==> config.mk <==
export PLATFORM = sky130hd
export DESIGN_NAME = thermal_threshold_monitor
export DESIGN_NICKNAME = d
export VERILOG_FILES = /design/src/shared/thermal_mon_pkg.sv /design/src/design/comp_debounce.sv /design/src/design/thermal_threshold_monitor.sv
export SDC_FILE = /design/constraint.sdc
export NUM_CORES = 1
export LEC_CHECK = 0
export BUFFER_PORTS_ARGS = -buffer_cell sky130_fd_sc_hd__buf_2
export CAP_MARGIN = 25
export CORE_MARGIN = 4
export CORE_UTILIZATION = 50
export DETAILED_ROUTE_END_ITERATION = 6
export HOLD_SLACK_MARGIN = 0.03
export PLACE_DENSITY_LB_ADDON = 0.15
export SLEW_MARGIN = 20
export SYNTH_ARGS = -nofsm -noshare
export SYNTH_HDL_FRONTEND = slang
export SYNTH_SLANG_ARGS = --single-unit
==> constraint.sdc <==
create_clock -name sys_clk_in -period 7.9 [get_ports sys_clk_in]
set_input_delay 0.79 -clock sys_clk_in [delete_from_list [all_inputs] [get_ports sys_clk_in]]
set_output_delay 0.79 -clock sys_clk_in [all_outputs]
set_load 0.005 [all_outputs]
==> src/shared/thermal_mon_pkg.sv <==
// constants, register map and state codes of the thermal threshold monitor
//
// Overview of operation
// - six warning levels, each flag, live, mask
// - warning level rising sets its latched flag
// - live bit releases five degrees below level
// - shutdown holds until cooled by configurable hysteresis
// - every comparator debounced ten microseconds both ways
// - monitor enable cleared switches monitor fully off
// - run with always-on keeps sensor powered
// - otherwise sensor powered 450 us per 3 ms, or continuously while shut down
// - standby samples while monitor enabled, unless shut down
// - shutdown trip level sits above highest warning
package thermal_mon_pkg;

	////////////////////////////////////////////////////////////////////////
	// clock and timing
	localparam int unsigned CLK_PERIOD_NS = 10;
	// debounce time, least time so rounded up
	localparam int unsigned T_DEBOUNCE_NS = 10000;
	localparam int unsigned DEBOUNCE_CYC =
		(T_DEBOUNCE_NS + CLK_PERIOD_NS - 1) / CLK_PERIOD_NS;
	// sampling interval and window
	localparam int unsigned T_SMP_INTERVAL_NS = 3000000;
	localparam int unsigned SMP_INTERVAL_CYC =
		T_SMP_INTERVAL_NS / CLK_PERIOD_NS;
	localparam int unsigned T_SMP_WINDOW_NS = 450000;
	localparam int unsigned SMP_WINDOW_CYC =
		(T_SMP_WINDOW_NS + CLK_PERIOD_NS - 1) / CLK_PERIOD_NS;

	////////////////////////////////////////////////////////////////////////
	// comparator set
	localparam int unsigned NUM_WARN = 6;
	// shutdown hysteresis choices in degrees, picked by a control bit
	localparam int unsigned SD_HYS_LOW_C = 10;
	localparam int unsigned SD_HYS_HIGH_C = 15;

	////////////////////////////////////////////////////////////////////////
	// register map, byte addresses
	localparam int unsigned ADDR_W = 5;
	localparam logic [4:0] REG_CTRL = 5'h00;
	localparam logic [4:0] REG_FLAG = 5'h04;
	localparam logic [4:0] REG_MASK = 5'h08;
	localparam logic [4:0] REG_SENSE = 5'h0c;
	localparam logic [4:0] REG_EVT = 5'h10;
	localparam logic [4:0] REG_EVT_MASK = 5'h14;
	// control fields
	localparam int unsigned CTRL_ON_BIT = 0;
	localparam int unsigned CTRL_AON_BIT = 1;
	localparam int unsigned CTRL_HYS_BIT = 2;
	// sense fields above the six live bits
	localparam int unsigned SENSE_SD_BIT = 6;
	localparam int unsigned SENSE_PWR_BIT = 7;
	// event fields
	localparam int unsigned EVT_W = 3;
	localparam int unsigned EVT_WARN_BIT = 0;
	localparam int unsigned EVT_SD_ON_BIT = 1;
	localparam int unsigned EVT_SD_OFF_BIT = 2;
	// reset values
	localparam logic RST_CTRL_ON = 1'h1;
	localparam logic RST_CTRL_AON = 1'h1;
	localparam logic RST_CTRL_HYS = 1'h1;
	localparam logic [5:0] RST_MASK = 6'h3f;
	localparam logic [2:0] RST_EVT_MASK = 3'h0;

	// sensor power states
	typedef enum logic [1:0]
	{
		PWR_OFF = 2'b00,
		PWR_CONT = 2'b01,
		PWR_WIN = 2'b10,
		PWR_IDLE = 2'b11
	} pwr_state_t;

endpackage

==> src/design/comp_debounce.sv <==
// two-flop synchroniser and symmetric debounce filter for one comparator
`timescale 1ns/1ps
module comp_debounce
#(
	parameter int unsigned N = 1000
)
(
	// clock and reset
	input wire logic sys_clk_in,
	input wire logic sys_rst_in,
	// raw comparator and count enable
	input wire logic raw_in,
	input wire logic run_in,
	// filtered level
	output logic stable_out
);
	localparam int unsigned CW = $clog2(N + 1);

	// whole state of the filter
	typedef struct packed
	{
		logic s1;
		logic s2;
		logic stable;
		logic [CW-1:0] cnt;
	} db_state_t;

	db_state_t st_ff;
	db_state_t nxt_st;

	////////////////////////////////////////////////////////////////////////
	// next state
	always_comb
	begin
		nxt_st = st_ff;
		nxt_st.s1 = raw_in;
		// first flop only feeds the second
		nxt_st.s2 = st_ff.s1;
		if (!run_in || st_ff.s2 == st_ff.stable)
		begin
			// cleared while unpowered, restart on any bounce
			nxt_st.cnt = '0;
		end
		else if (st_ff.cnt == CW'(N - 1))
		begin
			// held long enough in the new direction
			nxt_st.stable = st_ff.s2;
			nxt_st.cnt = '0;
		end
		else
		begin
			nxt_st.cnt = st_ff.cnt + CW'(1);
		end
	end

	// state register
	always_ff @(posedge sys_clk_in or posedge sys_rst_in)
	begin
		if (sys_rst_in)
			st_ff <= '0;
		else
			st_ff <= nxt_st;
	end

	assign stable_out = st_ff.stable;
endmodule

==> src/design/thermal_threshold_monitor.sv <==
// thermal threshold monitor: debounce, flags, shutdown, sensor duty cycle
//
// Decided for this implementation: the address map and register access over Avalon-MM.
`timescale 1ns/1ps
module thermal_threshold_monitor
	import thermal_mon_pkg::*;
#(
	parameter int unsigned SMP_INT_CYC = SMP_INTERVAL_CYC,
	parameter int unsigned SMP_WIN_CYC = SMP_WINDOW_CYC
)
(
	// clock and reset
	input wire logic sys_clk_in,
	input wire logic sys_rst_in,
	// avalon-mm slave
	input wire logic [thermal_mon_pkg::ADDR_W-1:0] avs_address_in,
	input wire logic avs_read_in,
	input wire logic avs_write_in,
	input wire logic [31:0] avs_writedata_in,
	input wire logic [3:0] avs_byteenable_in,
	output logic [31:0] avs_readdata_out,
	output logic avs_waitrequest_out,
	// device power state
	input wire logic run_state_in,
	input wire logic standby_state_in,
	// analog comparators, asynchronous
	input wire logic [5:0] warn_trip_in,
	input wire logic [5:0] warn_release_in,
	input wire logic sd_trip_in,
	input wire logic sd_release_low_in,
	input wire logic sd_release_high_in,
	// analog control and system outputs
	output logic sensor_pwr_out,
	output logic shutdown_out,
	output logic int_n_out,
	output logic irq_out
);
	import thermal_mon_pkg::*;

	// interval counter sized to the interval; the window must be shorter
	// than the interval, or the sensor never powers down between samples
	localparam int unsigned CNT_W = $clog2(SMP_INT_CYC);
	localparam int unsigned NUM_CMP = 2 * NUM_WARN + 3;

	// whole state of the block
	typedef struct packed
	{
		logic waitreq;
		logic [31:0] rdata;
		logic thermal_monitor_on;
		logic thermal_always_powered;
		logic sd_hys_high;
		logic [5:0] flag;
		logic [5:0] mask;
		logic [5:0] live;
		logic sd;
		logic [EVT_W-1:0] evt;
		logic [EVT_W-1:0] evt_mask;
		pwr_state_t pstate;
		logic [CNT_W-1:0] cnt;
		logic pwr;
		logic int_n;
		logic irq;
	} mon_state_t;

	// reset image
	localparam mon_state_t ST_RST = '{
		waitreq: 1'b1,
		rdata: 32'h0,
		thermal_monitor_on: RST_CTRL_ON,
		thermal_always_powered: RST_CTRL_AON,
		sd_hys_high: RST_CTRL_HYS,
		flag: 6'h0,
		mask: RST_MASK,
		live: 6'h0,
		sd: 1'b0,
		evt: '0,
		evt_mask: RST_EVT_MASK,
		pstate: PWR_OFF,
		cnt: '0,
		pwr: 1'b0,
		int_n: 1'b1,
		irq: 1'b0
	};

	// registered state and its next value
	mon_state_t st_ff;
	mon_state_t nxt_st;

	// all comparators in one vector
	logic [NUM_CMP-1:0] raw_cmp;
	logic [NUM_CMP-1:0] db_cmp;
	// debounced views
	logic [5:0] db_trip;
	logic [5:0] db_rel;
	logic db_sd_trip;
	logic db_sd_rel;
	// bus decode, warning rises and sensor power terms
	logic wr_ack;
	logic rd_ack;
	logic [5:0] rise;
	logic mon_en;
	logic cont_pwr;

	////////////////////////////////////////////////////////////////////////
	// comparator filters, counted only while the sensor is powered
	// order matters: warning trips low, then releases, then shutdown trio
	assign raw_cmp = {sd_release_high_in, sd_release_low_in, sd_trip_in,
		warn_release_in, warn_trip_in};

	generate
		for (genvar g = 0; g < NUM_CMP; g++)
		begin : g_db
			comp_debounce #(.N(DEBOUNCE_CYC)) u_db
			(
				.sys_clk_in(sys_clk_in),
				.sys_rst_in(sys_rst_in),
				.raw_in(raw_cmp[g]),
				.run_in(st_ff.pwr),
				.stable_out(db_cmp[g])
			);
		end
	endgenerate

	// split filtered vector
	assign db_trip = db_cmp[5:0];
	assign db_rel = db_cmp[11:6];
	assign db_sd_trip = db_cmp[12];
	// releasing comparator picked by the hysteresis choice
	assign db_sd_rel = st_ff.sd_hys_high ? db_cmp[14] : db_cmp[13];

	////////////////////////////////////////////////////////////////////////
	// next state
	always_comb
	begin
		nxt_st = st_ff;
		// access completes in the cycle waitrequest is low
		wr_ack = avs_write_in & ~st_ff.waitreq & avs_byteenable_in[0];
		rd_ack = avs_read_in & ~st_ff.waitreq;
		// one wait state per access, then back high
		nxt_st.waitreq = ~((avs_read_in | avs_write_in) & st_ff.waitreq);

		// read data sampled as waitrequest drops
		if (avs_read_in && st_ff.waitreq)
		begin
			case (avs_address_in)
				REG_CTRL:
					nxt_st.rdata = {29'h0, st_ff.sd_hys_high,
						st_ff.thermal_always_powered,
						st_ff.thermal_monitor_on};
				REG_FLAG:
					nxt_st.rdata = {26'h0, st_ff.flag};
				REG_MASK:
					nxt_st.rdata = {26'h0, st_ff.mask};
				REG_SENSE:
					nxt_st.rdata = {24'h0, st_ff.pwr, st_ff.sd, st_ff.live};
				REG_EVT:
					nxt_st.rdata = {29'h0, st_ff.evt};
				REG_EVT_MASK:
					nxt_st.rdata = {29'h0, st_ff.evt_mask};
				default:
					nxt_st.rdata = 32'h0; // unmapped reads zero
			endcase
		end

		// control and mask writes
		if (wr_ack && avs_address_in == REG_CTRL)
		begin
			nxt_st.thermal_monitor_on = avs_writedata_in[CTRL_ON_BIT];
			nxt_st.thermal_always_powered = avs_writedata_in[CTRL_AON_BIT];
			nxt_st.sd_hys_high = avs_writedata_in[CTRL_HYS_BIT];
		end
		if (wr_ack && avs_address_in == REG_MASK)
			nxt_st.mask = avs_writedata_in[5:0];
		if (wr_ack && avs_address_in == REG_EVT_MASK)
			nxt_st.evt_mask = avs_writedata_in[EVT_W-1:0];

		// sensor power: off, continuous or sampled
		mon_en = st_ff.thermal_monitor_on
			& (run_state_in | standby_state_in);
		// standby ignores always-on; a tripped die stays watched
		cont_pwr = st_ff.sd | (run_state_in & ~standby_state_in
			& st_ff.thermal_always_powered);
		if (!mon_en)
		begin
			nxt_st.pstate = PWR_OFF;
			nxt_st.cnt = '0;
		end
		else if (cont_pwr)
		begin
			nxt_st.pstate = PWR_CONT;
			nxt_st.cnt = '0;
		end
		else
		begin
			case (st_ff.pstate)
				PWR_WIN, PWR_IDLE:
					if (st_ff.cnt == CNT_W'(SMP_INT_CYC - 1))
						nxt_st.cnt = '0;
					else
						nxt_st.cnt = st_ff.cnt + CNT_W'(1);
				default:
					nxt_st.cnt = '0; // new window starts at once
			endcase
			// powered for the first part of each interval
			if (nxt_st.cnt < CNT_W'(SMP_WIN_CYC))
				nxt_st.pstate = PWR_WIN;
			else
				nxt_st.pstate = PWR_IDLE;
		end
		nxt_st.pwr = (nxt_st.pstate == PWR_CONT)
			|| (nxt_st.pstate == PWR_WIN);

		// live bits set at level, held until the lower comparator drops
		for (int i = 0; i < NUM_WARN; i++)
		begin
			if (db_trip[i])
				nxt_st.live[i] = 1'b1;
			else if (!db_rel[i])
				nxt_st.live[i] = 1'b0;
		end
		rise = nxt_st.live & ~st_ff.live;

		// flags: write one clears, a new rise in that cycle wins
		if (wr_ack && avs_address_in == REG_FLAG)
			nxt_st.flag = st_ff.flag & ~avs_writedata_in[5:0];
		nxt_st.flag = nxt_st.flag | rise;

		// shutdown latch, the trip comparator sits above all warnings
		if (db_sd_trip)
			nxt_st.sd = 1'b1;
		else if (!db_sd_rel)
			nxt_st.sd = 1'b0;

		// system events: a read of the register clears, new events win
		if (rd_ack && avs_address_in == REG_EVT)
			nxt_st.evt = '0;
		nxt_st.evt[EVT_WARN_BIT] = nxt_st.evt[EVT_WARN_BIT] | (|rise);
		nxt_st.evt[EVT_SD_ON_BIT] = nxt_st.evt[EVT_SD_ON_BIT]
			| (nxt_st.sd & ~st_ff.sd);
		nxt_st.evt[EVT_SD_OFF_BIT] = nxt_st.evt[EVT_SD_OFF_BIT]
			| (~nxt_st.sd & st_ff.sd);

		// interrupt outputs follow the registered sources
		nxt_st.int_n = ~|(nxt_st.flag & ~nxt_st.mask);
		nxt_st.irq = |(nxt_st.evt & nxt_st.evt_mask);
	end

	////////////////////////////////////////////////////////////////////////
	// state register
	always_ff @(posedge sys_clk_in or posedge sys_rst_in)
	begin
		if (sys_rst_in)
			st_ff <= ST_RST;
		else
			st_ff <= nxt_st;
	end

	// outputs straight from the state flops
	assign avs_readdata_out = st_ff.rdata;
	assign avs_waitrequest_out = st_ff.waitreq;
	assign sensor_pwr_out = st_ff.pwr;
	assign shutdown_out = st_ff.sd;
	assign int_n_out = st_ff.int_n;
	assign irq_out = st_ff.irq;
endmodule

==> out/results.tsv <==
metric	value	unit
most frequent cells in the layout	244 x dfrtp_1, 208 x nor2_1, 95 x nand2_1, 72 x xor2_1, 66 x xnor2_1	
nets	1242	
Total Routed Length	20600	µm
PostCTS Resize Cnt	0	
sequential share of power	0.482	
post-route worst setup slack	5.716	ns
first-pass GRT wire length	36020	µm
critical path type	flip-flop to output port	
Power Density	216.0	mW/mm²
Seq cells post-synth	255	
worst-path fanout max	26	
post-synthesis sequential area ratio	0.5545	
Cells after Synth	1110	
min-delay worst type	flip-flop to flip-flop	
Vias	7514	
n_diodes	0	
Detail Route Antenna Nets	0	
crit path DAT	1.39	ns
WP data required	7.11	ns
CP Launch Point	sensor_pwr_out$_DFF_PP0_	
crit path time final	2.184	ns
Non-Filler Instances	1470	
status	finished, final reports clean	
Ports	99	
Comb power frac	0.035	
Die Ht	159.9	µm
Int Power	2.204	mW
Num CTS Buffers	27	
Syn Area/Cell	10.39	µm²
WL/cell	14.02	µm
Max-Slew Margin vs Limit	0.4394	
Power Total	2.792	mW
DRC viols	0	
Final setup viols	0	
Least-Margin Pin Slew	0.8372	ns
# rows	55	
largest net degree at the start of global routing	105	
die width	159.9	µm
clk_skew	0.01078	ns
commonest non-fill, non-tap cell in the layout	dfrtp_1	
CTS Root Cell	clkbuf_16	
Cell Area, Synth	0.01153	mm²
First DRT Iteration DRCs	406	
Filler cells	1948	
initial antenna violation count	0	
Area growth syn-to-layout	12.06	%
GR Overflow Total	0	
crit path capture type	output port	
ys async rst share	1.000	
Reg2Reg Launch Point	st_ff[3]$_DFF_PP0_	
clock share of power	0.482	
post-route cell area	0.01292	mm²
R2R cell count	8	
die area	0.02556	mm²
setup tns final	0	ns
dpl cells	1418	
Pins Over Slew Limit	0	
Reg-to-Reg End	sensor_pwr_out$_DFF_PP0_	
Register-to-Register Setup Slack	5.84	ns
synth unique cells	55	
fin util	0.5709	
vias per std cell	5.112	
layout cells sized above 1	0.1308	
maximum VDD drop	148.3	µV
Longest Clk Path Bufs	3	
initial core utilization	0.5094	
cts hold-fix bufs	0	
Setup WS pre-CTS	5.261	ns
number of port buffers	45	
gp weighted congestion	0.7992	
htree depth	1	
placed inst area	0.01191	mm²
Total Routing Usage GR	0.1646	
unrepaired setup endpoints after global routing	false	
CTS tree	yes	
number of synthesized flops with an enable pin	0	
setup bufs post-CTS	0	
top_reg_cell synth	dfrtp_1	
drt first pass iters	4	
leakage	5.661	nW
post-detail-place hpwl	13910	µm
max-cap violations	0	
worst hold margin	0.3465	ns
Final Hold Vio Count	0	
HP Start	g_db[5].u_db.nxt_st[11]$_DFF_PP0_	
CP endpoint	sensor_pwr_out	
period utilization	0.2765	
Net Sw Frac	0.2105	
total net switching power	0.5875	mW
CTS sink cnt	255	
Clk pin slew, worst setup/hold paths	0.06	ns
Core Footprint	0.02264	mm²
vias in the first global route	7531	
Synthesis Warnings	0	
f_max	0.4578	GHz
Startpoint Class	flip-flop	
Skew-Pair Late Insertion Delay	0.53	ns
==> layout make-up <==
| class | count | area (µm²) | share of cell area |
|---|---|---|---|
| inverter | 35 | 138.9 | 0.01075 |
| timing repair buffer | 50 | 287.8 | 0.02227 |
| multi-input combinational | 795 | 4773 | 0.3693 |
| clock inverter | 10 | 158.9 | 0.01229 |
| sequential | 255 | 6395 | 0.4948 |
| tap | 285 | 356.6 | 0.02759 |
| clock buffer | 40 | 814.5 | 0.06302 |
==> worst min path at each step <==
| stage | to | slack [ns] | depth (start not counted) |
|---|---|---|---|
| final | g_db[5].u_db.st_ff[11]$_DFF_PP0_ | 0.35 | 0 |
| after detailed placement | g_db[5].u_db.st_ff[11]$_DFF_PP0_ | 0.33 | 0 |
| after global placement | g_db[2].u_db.st_ff[11]$_DFF_PP0_ | 0.33 | 0 |
| after CTS | g_db[10].u_db.nxt_st[11]$_DFF_PP0_ | 0.34 | 1 |
| after floorplan | g_db[0].u_db.st_ff[11]$_DFF_PP0_ | 0.33 | 0 |
| after global routing | g_db[0].u_db.nxt_st[11]$_DFF_PP0_ | 0.33 | 1 |
==> worst max-delay path: stages, from the launching register on <==
cell and delay, ns:
dfrtp_1 0.32, buf_4 0.34, buf_2 0.19
==> power by group through the flow <==
stage          Sequential [mW]  Combinational, mW  Clock, mW
5_1_grt                   1.35              0.113       1.45
4_1_cts                   1.35             0.0990       1.38
2_1_floorplan             1.37             0.0725          0
6_report                  1.35             0.0981       1.35
3_5_place_dp              1.37             0.0988          0
3_3_place_gp              1.37             0.0979          0
==> Yosys cell counts (2+ instances only) <==
library cell | n | share of area
buf_4 | 34 | 0.022
a21o_1 | 4 | 0.0026
or3_1 | 18 | 0.0098
nand4_1 | 36 | 0.020
nand3b_1 | 6 | 0.0039
o22ai_1 | 4 | 0.0022
buf_2 | 2 | 0.00087
a22o_1 | 5 | 0.0038
o21ai_0 | 29 | 0.013
a22oi_1 | 3 | 0.0020
or2_2 | 6 | 0.0033
and2_1 | 15 | 0.0081
inv_1 | 35 | 0.011
dfrtp_1 | 244 | 0.53
dfstp_2 | 11 | 0.025
o211ai_1 | 5 | 0.0033
mux2_2 | 25 | 0.024
ha_1 | 16 | 0.017
xor2_1 | 72 | 0.055
and3_1 | 22 | 0.012
nor4_2 | 2 | 0.0022
nor2b_1 | 3 | 0.0016
nor4_1 | 2 | 0.0011
nand3_1 | 58 | 0.025
nor3_1 | 15 | 0.0065
nand2b_1 | 2 | 0.0011
a21oi_2 | 2 | 0.0015
xnor2_1 | 66 | 0.050
a21oi_1 | 22 | 0.0095
clkbuf_1 | 11 | 0.0036
nand2_1 | 95 | 0.031
mux2i_1 | 9 | 0.0078
nor2_1 | 208 | 0.068
nand4b_1 | 2 | 0.0015
==> logic make-up (layout without fill, tap and decap cells) <==
kind of cell | count (synthesis) | count (layout) | synth area share
and+or+nand+nor | 500 | 500 | 0.2059
DFF | 255 | 255 | 0.5545
xor gates and xnor gates | 138 | 138 | 0.1048
buffers and inverters | 83 | 135 | 0.03916
AOI/OAI and AO/OA | 81 | 81 | 0.04350
muxes | 36 | 36 | 0.03450
adders and majority gates | 16 | 16 | 0.01736
other | 1 | 24 | 0.0003251
==> sequential cells by signal, indices dropped and copies added, names as in the netlist <==
name / cells
avs_waitrequest_out: 1
g_db.u_db.stable_out: 15
irq_out: 1
avs_readdata_out: 8
st_ff: 47
g_db.u_db.st_ff: 165
g_db.u_db.nxt_st: 15
int_n_out: 1
shutdown_out: 1
sensor_pwr_out: 1
==> metal layers <==
metal  vias to the layer above  global-route usage  share of wire
met5                         -                   0              0
met4                         0             0.04263          0.017
met3                        26             0.03381          0.046
met2                       123              0.2653           0.45
met1                      3588              0.2306           0.48
li1                       3777                   -              -
Note: power is estimated with default switching activity, not from simulation.
